`src/include/objdir_pkg.sv`:
```
// object directory constants: indices, subindices, field layouts, reset values
// assumes nothing; shared by the directory and its testbench
package objdir_pkg;

  // ****************************************
  // addressing
  // ****************************************
  localparam int IDX_W = 16;
  localparam int SUB_W = 8;
  localparam logic [15:0] IDX_DEVICE_KIND = 16'h1000;
  localparam logic [15:0] IDX_ERROR_SUMMARY = 16'h1001;
  localparam logic [15:0] IDX_MAKER_STATUS = 16'h1002;
  localparam logic [15:0] IDX_ERROR_HISTORY = 16'h1003;
  localparam logic [15:0] IDX_SYNC_ID = 16'h1005;
  localparam logic [15:0] COMM_SEG_LO = 16'h1000;
  localparam logic [15:0] COMM_SEG_HI = 16'h1fff;
  localparam logic [15:0] MAKER_SEG_LO = 16'h2000;
  localparam logic [7:0] SUB_ZERO = 8'h00;
  localparam logic [7:0] SUB_NEWEST = 8'h01;
  localparam logic [7:0] SUB_OLDEST = 8'h20;

  // ****************************************
  // reset values and fields
  // ****************************************
  localparam logic [31:0] DEVICE_KIND_VAL = 32'h0000_0000;
  localparam int HIST_DEPTH = 32;
  localparam int ESUM_GENERIC = 0;
  localparam int ESUM_COMM = 4;
  localparam logic [7:0] ESUM_LIVE_MASK = 8'h11;
  localparam logic [10:0] SYNC_ID_RESET = 11'h080;
  localparam int SYNC_ID_W = 11;
  localparam int SYNC_BIT_FREE = 31;
  localparam int SYNC_BIT_PRODUCE = 30;
  localparam int SYNC_BIT_EXT = 29;
  localparam logic [3:0] MAX_DATA_BYTES = 4'h8;
  localparam int NODE_W = 7;
  localparam int FUNC_W = 4;

  // ****************************************
  // abort codes returned on refused accesses
  // ****************************************
  localparam logic [31:0] ABORT_NO_OBJECT = 32'h0602_0000;
  localparam logic [31:0] ABORT_NO_SUB = 32'h0609_0011;
  localparam logic [31:0] ABORT_READ_ONLY = 32'h0601_0002;
  localparam logic [31:0] ABORT_BAD_VALUE = 32'h0609_0030;
  localparam logic [31:0] ABORT_NOT_MAPPABLE = 32'h0604_0041;

endpackage

```
`src/hw/error_history.sv`:
```
// error history store: newest entry at position 0, older ones shift down
// assumes pushes and clears come from logic on the same clock
`timescale 1ns/100ps
module error_history #(
  parameter int DEPTH = 32,
  parameter int W = 32
) (
  // clock and reset
  input wire logic clk,
  input wire logic rst,
  // update side
  input wire logic push,
  input wire logic [W-1:0] push_data,
  input wire logic clear,
  // read side
  input wire logic [$clog2(DEPTH)-1:0] rd_sel,
  output logic [W-1:0] rd_data,
  output logic [$clog2(DEPTH):0] count
);

  localparam int CW = $clog2(DEPTH) + 1;

  logic [W-1:0] entry_q [DEPTH];
  logic [CW-1:0] count_q;

  // ****************************************
  // entries shift on every push; oldest falls off the end
  // ****************************************
  always_ff @(posedge clk) begin
    if (rst) begin
      for (int i = 0; i < DEPTH; i++) begin
        entry_q[i] <= '0;
      end
    end else if (push) begin
      entry_q[0] <= push_data;
      for (int i = 1; i < DEPTH; i++) begin
        entry_q[i] <= entry_q[i-1];
      end
    end
  end

  // count saturates at depth; a push in the clearing cycle survives
  always_ff @(posedge clk) begin
    if (rst) begin
      count_q <= '0;
    end else if (push) begin
      if (clear) begin
        count_q <= CW'(1);
      end else if (count_q != CW'(DEPTH)) begin
        count_q <= count_q + CW'(1);
      end
    end else if (clear) begin
      count_q <= '0;
    end
  end

  // entries beyond the count read as no error
  assign rd_data = (CW'(rd_sel) < count_q) ? entry_q[rd_sel] : '0;
  assign count = count_q;

endmodule

```
`src/hw/sensor_object_directory.sv`:
```
// communication segment of the sensor's parameter_directory, with frame checks
// assumes the frame controller and the transfer engines run on clk;
// the node number strap comes from pins and is synchronised here
//
// Notes on behaviour
// - Only 11-bit identifiers are handled; frames with 29-bit identifiers are refused.
// - Every entry is selected by a 16-bit index with an 8-bit subindex.
// - Predefined communication objects live in indices 0x1000 to 0x1fff.
// - Maker objects live at indices from 0x2000 upward.
// - Mapping into process data is refused unless the object is marked mappable.
// - The device kind word at 0x1000 sub 0 is a read-only 32-bit zero.
// - The error summary at 0x1001 is a read-only byte that is zero after reset.
// - Bit 0 of the error summary is set on every raised error.
// - Bit 4 of the error summary flags a communication error and bit 7 reads zero.
// - Error history holds 32 entries, sub 0 the writable count, 0x01 newest, 0x20 oldest.
// - The sync identifier at 0x1005 is a 32-bit read/write word, id in bits 10:0, reset 0x80.
// - In the sync identifier bits 30 and 29 stay zero and bit 31 is free.
// - A message is one identifier and at most 8 data bytes.
// - The outgoing identifier joins a function code and the node number.
`timescale 1ns/100ps
module sensor_object_directory #(
  parameter logic [15:0] MAP_INDEX = 16'h2000,
  parameter logic [7:0] MAP_SUB = 8'h00
) (
  // clock and reset
  input wire logic clk,
  input wire logic rst,
  // directory access from the transfer engine
  input wire logic acc_req,
  input wire logic acc_write,
  input wire logic [15:0] acc_index,
  input wire logic [7:0] acc_sub,
  input wire logic [31:0] acc_wdata,
  output logic acc_done,
  output logic [31:0] acc_rdata,
  output logic acc_abort,
  output logic [31:0] acc_abort_code,
  output logic acc_maker_seg,
  // mapping query from the process data engine
  input wire logic map_req,
  input wire logic [15:0] map_index,
  input wire logic [7:0] map_sub,
  output logic map_done,
  output logic map_ok,
  // error events from the device
  input wire logic err_raise,
  input wire logic err_comm,
  input wire logic [31:0] err_code,
  input wire logic err_all_clear,
  input wire logic [31:0] maker_status,
  // received frame from the frame controller
  input wire logic rx_valid,
  input wire logic rx_extended,
  input wire logic [10:0] rx_id,
  input wire logic [3:0] rx_len,
  output logic sync_seen,
  output logic rx_refused,
  // outgoing identifier
  input wire logic [3:0] tx_func,
  input wire logic [6:0] node_pin,
  output logic [10:0] tx_ident
);

  localparam int HSEL_W = $clog2(objdir_pkg::HIST_DEPTH);
  localparam int HCNT_W = HSEL_W + 1;

  logic [7:0] esum_q;
  logic [10:0] sync_id_q;
  logic sync_free_q;
  logic [31:0] status_q;
  logic [6:0] node_m_q;
  logic [6:0] node_q;
  logic [10:0] tx_ident_q;
  logic done_q;
  logic abort_q;
  logic [31:0] rdata_q;
  logic [31:0] abort_code_q;
  logic maker_q;
  logic map_done_q;
  logic map_ok_q;
  logic sync_seen_q;
  logic rx_refused_q;
  logic [31:0] rd_d;
  logic [31:0] abort_code_d;
  logic abort_d;
  logic wr_sync;
  logic wr_hist;
  logic [31:0] hist_rd;
  logic [HCNT_W-1:0] hist_cnt;
  logic [HSEL_W-1:0] hist_sel;
  logic in_comm;
  logic in_maker;
  logic frame_ok;

  // ****************************************
  // segment decode and access decision
  // ****************************************
  assign in_comm = (acc_index >= objdir_pkg::COMM_SEG_LO) &&
                   (acc_index <= objdir_pkg::COMM_SEG_HI);
  assign in_maker = acc_index >= objdir_pkg::MAKER_SEG_LO;
  assign hist_sel = HSEL_W'(acc_sub - objdir_pkg::SUB_NEWEST);

  // read value, abort decision and write strobes for one access
  always_comb begin
    rd_d = '0;
    abort_d = 1'b0;
    abort_code_d = '0;
    wr_sync = 1'b0;
    wr_hist = 1'b0;
    if (!in_comm) begin
      abort_d = 1'b1;
      abort_code_d = objdir_pkg::ABORT_NO_OBJECT;
    end else begin
      unique case (acc_index)
        objdir_pkg::IDX_DEVICE_KIND, objdir_pkg::IDX_ERROR_SUMMARY,
        objdir_pkg::IDX_MAKER_STATUS: begin
          if (acc_sub != objdir_pkg::SUB_ZERO) begin
            abort_d = 1'b1;
            abort_code_d = objdir_pkg::ABORT_NO_SUB;
          end else if (acc_write) begin
            abort_d = 1'b1;
            abort_code_d = objdir_pkg::ABORT_READ_ONLY;
          end else if (acc_index == objdir_pkg::IDX_DEVICE_KIND) begin
            rd_d = objdir_pkg::DEVICE_KIND_VAL;
          end else if (acc_index == objdir_pkg::IDX_ERROR_SUMMARY) begin
            rd_d = {24'h000000, esum_q};
          end else begin
            rd_d = status_q;
          end
        end
        objdir_pkg::IDX_ERROR_HISTORY: begin
          if (acc_sub > objdir_pkg::SUB_OLDEST) begin
            abort_d = 1'b1;
            abort_code_d = objdir_pkg::ABORT_NO_SUB;
          end else if (acc_sub == objdir_pkg::SUB_ZERO) begin
            if (acc_write && acc_wdata != 32'h0000_0000) begin
              abort_d = 1'b1;
              abort_code_d = objdir_pkg::ABORT_BAD_VALUE;
            end else begin
              wr_hist = acc_write;
              rd_d = 32'(hist_cnt);
            end
          end else if (acc_write) begin
            abort_d = 1'b1;
            abort_code_d = objdir_pkg::ABORT_READ_ONLY;
          end else begin
            rd_d = hist_rd;
          end
        end
        objdir_pkg::IDX_SYNC_ID: begin
          if (acc_sub != objdir_pkg::SUB_ZERO) begin
            abort_d = 1'b1;
            abort_code_d = objdir_pkg::ABORT_NO_SUB;
          end else if (acc_write && (acc_wdata[objdir_pkg::SYNC_BIT_PRODUCE] ||
                                     acc_wdata[objdir_pkg::SYNC_BIT_EXT])) begin
            abort_d = 1'b1;
            abort_code_d = objdir_pkg::ABORT_BAD_VALUE;
          end else begin
            wr_sync = acc_write;
            rd_d = {sync_free_q, 20'h00000, sync_id_q};
          end
        end
        default: begin
          abort_d = 1'b1;
          abort_code_d = objdir_pkg::ABORT_NO_OBJECT;
        end
      endcase
    end
  end

  // ****************************************
  // access answer, one cycle after the request
  // ****************************************
  always_ff @(posedge clk) begin
    if (rst) begin
      done_q <= 1'b0;
      abort_q <= 1'b0;
      rdata_q <= '0;
      abort_code_q <= '0;
      maker_q <= 1'b0;
    end else begin
      done_q <= acc_req;
      abort_q <= acc_req && abort_d;
      rdata_q <= (acc_req && !abort_d && !acc_write) ? rd_d : '0;
      abort_code_q <= acc_req ? abort_code_d : '0;
      maker_q <= acc_req && in_maker;
    end
  end

  // ****************************************
  // writable objects
  // ****************************************
  always_ff @(posedge clk) begin
    if (rst) begin
      sync_id_q <= objdir_pkg::SYNC_ID_RESET;
      sync_free_q <= 1'b0;
    end else if (acc_req && wr_sync) begin
      sync_id_q <= acc_wdata[objdir_pkg::SYNC_ID_W-1:0];
      sync_free_q <= acc_wdata[objdir_pkg::SYNC_BIT_FREE];
    end
  end

  // error summary: live bits only, setting wins over clearing
  always_ff @(posedge clk) begin
    if (rst) begin
      esum_q <= 8'h00;
    end else if (err_raise) begin
      esum_q[objdir_pkg::ESUM_GENERIC] <= 1'b1;
      esum_q[objdir_pkg::ESUM_COMM] <= err_comm | (esum_q[objdir_pkg::ESUM_COMM] &
                                                   !err_all_clear);
    end else if (err_all_clear) begin
      esum_q <= 8'h00;
    end
  end

  // maker status snapshot from device logic on this clock
  always_ff @(posedge clk) begin
    if (rst) begin
      status_q <= '0;
    end else begin
      status_q <= maker_status;
    end
  end

  // error history entries
  error_history #(
    .DEPTH(objdir_pkg::HIST_DEPTH),
    .W(32)
  ) u_history (
    .clk(clk),
    .rst(rst),
    .push(err_raise),
    .push_data(err_code),
    .clear(acc_req && wr_hist),
    .rd_sel(hist_sel),
    .rd_data(hist_rd),
    .count(hist_cnt)
  );

  // ****************************************
  // mapping query
  // ****************************************
  always_ff @(posedge clk) begin
    if (rst) begin
      map_done_q <= 1'b0;
      map_ok_q <= 1'b0;
    end else begin
      map_done_q <= map_req;
      map_ok_q <= map_req && map_index == MAP_INDEX && map_sub == MAP_SUB;
    end
  end

  // ****************************************
  // received frames and sync detection
  // ****************************************
  assign frame_ok = !rx_extended && rx_len <= objdir_pkg::MAX_DATA_BYTES;

  always_ff @(posedge clk) begin
    if (rst) begin
      sync_seen_q <= 1'b0;
      rx_refused_q <= 1'b0;
    end else begin
      sync_seen_q <= rx_valid && frame_ok && rx_id == sync_id_q;
      rx_refused_q <= rx_valid && !frame_ok;
    end
  end

  // ****************************************
  // node number and outgoing identifier
  // ****************************************
  always_ff @(posedge clk) begin
    if (rst) begin
      node_m_q <= '0;
      node_q <= '0;
      tx_ident_q <= '0;
    end else begin
      node_m_q <= node_pin;
      node_q <= node_m_q;
      tx_ident_q <= {tx_func, node_q};
    end
  end

  assign acc_done = done_q;
  assign acc_rdata = rdata_q;
  assign acc_abort = abort_q;
  assign acc_abort_code = abort_code_q;
  assign acc_maker_seg = maker_q;
  assign map_done = map_done_q;
  assign map_ok = map_ok_q;
  assign sync_seen = sync_seen_q;
  assign rx_refused = rx_refused_q;
  assign tx_ident = tx_ident_q;

  // ****************************************
  // checks
  // ****************************************
  a_ext_refused: assert property (@(posedge clk) disable iff (rst)
    rx_valid && rx_extended |=> rx_refused && !sync_seen)
    else $error("extended frame was not refused");
  a_long_refused: assert property (@(posedge clk) disable iff (rst)
    rx_valid && rx_len > 4'h8 |=> rx_refused)
    else $error("frame with more than 8 bytes accepted");
  a_sync_reset: assert property (@(posedge clk) disable iff (rst)
    $past(rst) |-> sync_id_q == 11'h080 && !sync_free_q)
    else $error("sync identifier not at reset value");
  a_kind_zero: assert property (@(posedge clk) disable iff (rst)
    acc_req && !acc_write && acc_index == 16'h1000 && acc_sub == 8'h00
    |=> acc_done && !acc_abort && acc_rdata == 32'h0000_0000)
    else $error("device kind read not zero");
  a_outside_abort: assert property (@(posedge clk) disable iff (rst)
    acc_req && acc_index < 16'h1000 |=> acc_abort && acc_abort_code == 32'h0602_0000)
    else $error("access below segment not aborted");
  a_raise_generic: assert property (@(posedge clk) disable iff (rst)
    err_raise ##1 !err_all_clear ##1 (acc_req && !acc_write && acc_index == 16'h1001 &&
    acc_sub == 8'h00) |=> acc_rdata[0])
    else $error("generic error bit not set");
  a_summary_resv: assert property (@(posedge clk) disable iff (rst)
    (esum_q & ~8'h11) == 8'h00)
    else $error("reserved summary bit set");
  a_sync_bits: assert property (@(posedge clk) disable iff (rst)
    acc_req && acc_write && acc_index == 16'h1005 && acc_sub == 8'h00 &&
    acc_wdata[30] |=> acc_abort && $stable(sync_id_q))
    else $error("sync word with bit 30 accepted");
  a_map_refuse: assert property (@(posedge clk) disable iff (rst)
    map_req && map_index != MAP_INDEX |=> map_done && !map_ok)
    else $error("unmappable object mapped");
  a_tx_ident: assert property (@(posedge clk) disable iff (rst)
    ##3 tx_ident == {$past(tx_func), $past(node_pin, 3)})
    else $error("outgoing identifier mismatch");

endmodule

```
`config.mk`:
```
export PLATFORM = sky130hd
export DESIGN_NAME = sensor_object_directory
export DESIGN_NICKNAME = d
export VERILOG_FILES = /design/src/include/objdir_pkg.sv /design/src/hw/error_history.sv /design/src/hw/sensor_object_directory.sv
export SDC_FILE = /design/constraint.sdc
export NUM_CORES = 2
export LEC_CHECK = 0
export ABC_AREA = 1
export BUFFER_PORTS_ARGS = -buffer_cell sky130_fd_sc_hd__buf_2
export CAP_MARGIN = 20
export CORE_MARGIN = 2
export CORE_UTILIZATION = 30
export DETAILED_ROUTE_END_ITERATION = 10
export SETUP_SLACK_MARGIN = 0.3
export SYNTH_ARGS = -nofsm -noshare
export SYNTH_HDL_FRONTEND = slang
export SYNTH_SLANG_ARGS = --single-unit
export TNS_END_PERCENT = 5
```
`constraint.sdc`:
```
create_clock -name clk -period 32.3 [get_ports clk]
set_clock_uncertainty 0.05 [all_clocks]
set_input_delay 0 -clock clk [delete_from_list [all_inputs] [get_ports clk]]
set_output_delay 0 -clock clk [all_outputs]
set_load 0.02 [all_outputs]
```
* Yosys cells after proc, flatten, opt, wreduce, memory -nomap -nowiden
Memory sizes are Yosys's and may differ from the RTL's.
Cells that the tools add are included.
** Storage, ports and cells
- RAM bits :: 1024
- Register bits :: 148
- Memories kept :: 1
** Operators by class
- Bitwise gates (word level) :: 37
- Magnitude comparators :: 6
- Add/sub/neg operators :: 2
- Equality and inequality tests :: 8
- Reductions and logical operators :: 33
- Muxes and demuxes :: 83
** Memories
- u_history.entry_q :: words 32, bits a word 32, read ports 32, clocked after memory_dff 0, write ports 32, line error_history.sv:23 : logic [W-1:0] entry_q [DEPTH];
** Operators by type and width (number)
- two-way mux 32 bit :: 44
- one-hot mux 32 bit (3 select lines) :: 2
- two-way mux 27 bit :: 6
- == test 16 x 13 -> 1 bit, second input constant :: 5
- bitwise OR 1 bit :: 33
- nonzero test 32 bit :: 1
- two-way mux 6 bit :: 5
- two-way mux 1 bit :: 24
- == test 16 x 14 -> 1 bit, second input constant :: 1
- >= comparator 16 x 13 -> 1 bit, second input constant :: 1
- >= comparator 16 x 14 -> 1 bit, second input constant :: 1
- less-or-equal comparator 16 x 13 -> 1 bit, second input constant :: 1
- logical NOT 8 bit :: 2
- logical AND 1 bit :: 15
- == test 11 bit :: 1
- OR reduction 3 bit :: 3
- greater-than comparator 8 x 6 -> 1 bit, second input constant :: 1
- nonzero test 8 bit :: 1
- adder 6 x 1 -> 6 bit, second input constant :: 1
- < comparator 5 x 6 -> 1 bit :: 1
- != test 6 bit, second input constant :: 1
- nonzero test 2 bit :: 3
- logical NOT 1 bit :: 5
- two-way mux 5 bit :: 1
- 8 further kinds :: 10

* Depth between registers and ports, before layout
- Depth in word-level cells :: 12
- Mapped depth :: 21
- Gate-level depth less buffers :: 16

* Modules after synthesis
A second synthesis with hierarchy kept.
** Second synthesis, totals
- Cells, all modules :: 6060
- Area total of the unflattened synthesis :: 54471.0 µm²
** By module, submodules not included
- error_history :: seq. area each 30869.6 µm², cells each 5391, area each 49354.8 µm², times used 1
- sensor_object_directory :: seq. area each 2342.2 µm², cells each 669, area each 5116.2 µm², times used 1

* Worst setup path before layout
Ideal clock, no wire load.
- Path type :: in2reg
- Start point :: input rst
- End point :: memory u_history.entry_q[0][0] (enable)
- Data arrival time :: 12.570 ns
- Path slack :: 18.701 ns
- Path buffers :: 2
- Stages on the path :: 3
- Setup time :: 0.978 ns
- Path through :: buf_2 clkbuf_1 or2_2
** RTL lines
- start, declared :: line sensor_object_directory.sv:27 : input wire logic rst,
- end, declared :: line error_history.sv:23

==> flow_summary.yaml <==
outcome:
  run_status: "finished, final reports clean"
yosys:
  synth-seq-cells: 1147
  synth_seq_area_share: 0.624
  netlist-cell-type-count: 47
  syn_area_sq_um: 53200
  yosysWarningCount: 0
  synth.avg_cell_area_sq_um: 9.26
  synth-edff-count: 1024
  synthesis.instances: 5746
  share_of_async_settable_or_async_resettable_flops_after_synthesis: 0
  synth_flop_cell: "edfxtp_1"
cells_and_area:
  layoutNonFillerInstCount: 8437
  final_nets: 6177
  area.growth.synth_to_final_pct: 16.4
  drive_gt1_frac: 0.0814
critical_path:
  total_stage_count_of_the_critical_path: 8
  criticalPathCategory: "primary input to flop"
  regToRegStartpoint: "u_history.count[3]"
  timing.critical_path.from: "rst"
  crit_slowest_cell: "buf_4"
  critical_path.n_buffers_inverters: 7
  critPathLaunchType: "primary input"
  reg2reg_depth: 12
  setup.worst_path.end_class: "flop"
  crit_path_end: "u_history.entry_q[3][10]"
  critPathMostFrequentCell: "buf_4"
  required_time_at_the_endpoint_of_the_critical_path_ps: 32560
  timing.reg2reg.setup_slack_ps: 29580
  timing.critical_path.cells: "dlygate4sd3_1, buf_8, or2_4, buf_12, buf_4, buf_4, buf_4, buf_4"
  worstPathArrival_ps: 6090
  crit_path_max_fanout: 180
  timing.critical_path.slowest_cell_delay_ps: 960
  crit_family: "buffers and inverters"
  r2r_end: "acc_rdata[26]"
die:
  fp.dieW_microns: 425
  rows: 154
  die-area_sq_um: 181000
  start_util: 0.302
  floorplan.die.height_microns: 425
  floorplan.core_area_sq_um: 176000
  pin_count: 262
cts:
  clk_root_buffer_cell: "clkbuf_16"
  cts_post_setup_buffers_inserted: 0
  cts-buffers-inserted: 117
  clock_tree_from_tritoncts: "built"
  h_tree_levels: 3
  worstSkewPairLatency_ps: 710
  cts_repair_resize_count: 0
  cts_hold_repair.buffers: 188
  clk_path_buf_depth: 3
  clkSinkCount: 1147
  clkSlewWorstSetupHoldPaths_ps: 60
hold_path:
  worstHoldPathType: "primary input to flop"
timing:
  rsz_0062_raised_after_global_routing: "false"
  timing.final.setup_violations: 0
  fin_crit_sh: 0.181
  finalWorstPathRequiredPeriod_ps: 5840
  worst_slew_pin_tran_ps: 1370
  max_clock_freq_ghz: 0.171
  slew_headroom: 0.0886
  timing_max_transition_violations_final: 0
  finalHoldViolations: 0
  setup_tns_ps: 0
  holdWs_ps: 30.6
detailed_routing:
  routed-via-count: 38600
  iteration_0_drc_markers: 3774
  routed_wirelength_microns: 131000
  antenna_violating_nets_post_route: 0
  route.detailed.drc: 0
  route.detailed.wl_per_inst_microns: 15.6
  viasPerCell: 4.58
  firstDrtPassIters: 6
placed_design:
  io_buffers: 238
  dp_cell_count: 8017
  detailed_place_hpwl_microns: 74200
  placer_congestion: 0.863
power:
  clockPowerShare: 0.392
  netSwitchingPower_uw: 864
  power.internal_mw: 2.62
  power_per_cell_area_nw_per_um2: 56.2
  comb_power_share: 0.104
  power.sequential.fraction: 0.504
  power_leakage_nw: 25.0
  switching_share: 0.248
  vdd_drop_max_v: 0.0000455
global_routing:
  grt.overflow.total: 0
  maximum_number_of_pins_on_one_net_before_global_route_repair: 245
  via_count_of_the_first_global_routing_pass: 36700
  grt_first_pass_wirelength_microns: 206000
  grt_antenna_before_repair: 4
  track_usage: 0.141
flow_run:
  max-cap-violations: 0
[state kept, by name (all words and copies together) (netlist names)]
signal / count
status_q: 32
node_m_q: 7
sync_free_q: 1
map_ok: 1
acc_abort: 1
rx_refused: 1
tx_ident: 11
acc_rdata: 32
map_done: 1
u_history.count: 6
u_history.entry_q: 1024
acc_abort_code: 7
esum_q: 2
node_q: 7
acc_done: 1
sync_seen: 1
acc_maker_seg: 1
sync_id_q: 11
[placed cells by master (no fill, tap or decap), drive strengths merged, types with 2 or more instances in the layout]
master       netlist  final
a211oi             2      2
a21oi            405    405
a31oi              2      2
buf              175    292
bufinv             0     12
clkbuf           202    159
clkinv             1     49
conb               1     23
dfxtp            123    123
diode              0      4
dlygate4sd3        0    188
edfxtp          1024   1024
ha                 8      8
inv             1157   1160
nand2            361    361
nand3            470    470
nand4             19     19
nor2            1229   1229
nor3              13     13
nor4               6      6
o211ai            80     80
o21ai            445    445
o22ai              2      2
o31ai              2      2
or2                4      4
xnor2              4      4
xor2               2      2
[power by group through the flow]
stage	registers (mW)	logic, mW	clock network (mW)
CTS	1.76	0.363	1.39
global route	1.76	0.410	1.45
global placement	1.78	0.341	0
floorplan	1.81	0.243	0
detailed placement	1.79	0.346	0
finish	1.76	0.363	1.36
[stage by stage]
step / power (mW) / setup WS [ps] / utilization / area (sq um)
after detailed placement: 2.13 / 26230 / 0.318 / 56100
final: 3.48 / 26460 / 0.352 / 61900
after floorplan: 2.05 / 18700 / - / 53300
after CTS: 3.51 / 26360 / 0.351 / 61800
after global placement: 2.12 / 26330 / 0.318 / 56100
after global routing: 3.62 / 25950 / 0.352 / 61900
[layout make-up]
class,count,area (sq um)
Antenna cell,4,10.0
Clock buffer,159,3190
Clock inverter,64,672
Fill cell,17800,114000
Inverter,1158,4360
Multi-Input combinational cell,3085,13900
Sequential cell,1147,33200
Tap cell,2340,2930
Timing Repair Buffer,480,3650
[worst register-to-register path, delay by kind of cell, from the launching register on]
| family | cells | cell delay, ps |
|---|---|---|
| simple gates | 5 | 1130 |
| flops | 1 | 400 |
| fa+ha+maj | 1 | 310 |
| buf+inv | 4 | 450 |
| compound gates | 2 | 300 |
[worst min-delay path by stage]
| stage | start | end | slack (ps) | depth (start not counted) |
|---|---|---|---|---|
| after CTS | maker_status[29] | status_q[29] | 0.09 | 4 |
| after global placement | tx_func[2] | tx_ident[9] | 150 | 3 |
| after floorplan | err_all_clear | esum_q[0] | 50 | 1 |
| after global routing | maker_status[29] | status_q[29] | 20 | 4 |
| final | maker_status[29] | status_q[29] | 30 | 4 |
| after detailed placement | maker_status[6] | status_q[6] | 160 | 3 |
[synthesized netlist by cell type (all sizes together) (4+ instances only)]
cell type | count | area share
nand2 | 361 | 0.026
edfxtp | 1024 | 0.58
nor2 | 1229 | 0.087
nor4 | 6 | 0.00071
nand4 | 19 | 0.0024
a21oi | 405 | 0.039
buf | 175 | 0.021
ha | 8 | 0.0019
clkbuf | 202 | 0.014
dfxtp | 123 | 0.046
nor3 | 13 | 0.0015
nand3 | 470 | 0.044
xnor2 | 4 | 0.00066
o21ai | 445 | 0.042
o211ai | 80 | 0.011
inv | 1157 | 0.082
or2 | 4 | 0.00047
[cells by family (layout without fill, tap and decap cells)]
family / count (synthesis) / count (layout) / synth area share
buffers and inverters: 1536 / 1861 / 0.117
XOR/XNOR: 6 / 6 / 0.00113
flip-flops: 1147 / 1147 / 0.624
AND/OR/NAND/NOR: 2104 / 2104 / 0.162
AO/OA/AOI/OAI: 944 / 944 / 0.0940
adder cells (fa/ha/maj): 8 / 8 / 0.00188
other: 1 / 27 / 0.0000705
[layer usage]
metal / global-route usage / up-vias / routed length, microns
li1: - / 19000 / -
met1: 0.189 / 18400 / 57700
met2: 0.230 / 1000 / 61700
met3: 0.0151 / 256 / 5960
met4: 0.0616 / 0 / 5840
met5: 0 / - / 0
Power figures use the tool's default switching activity.
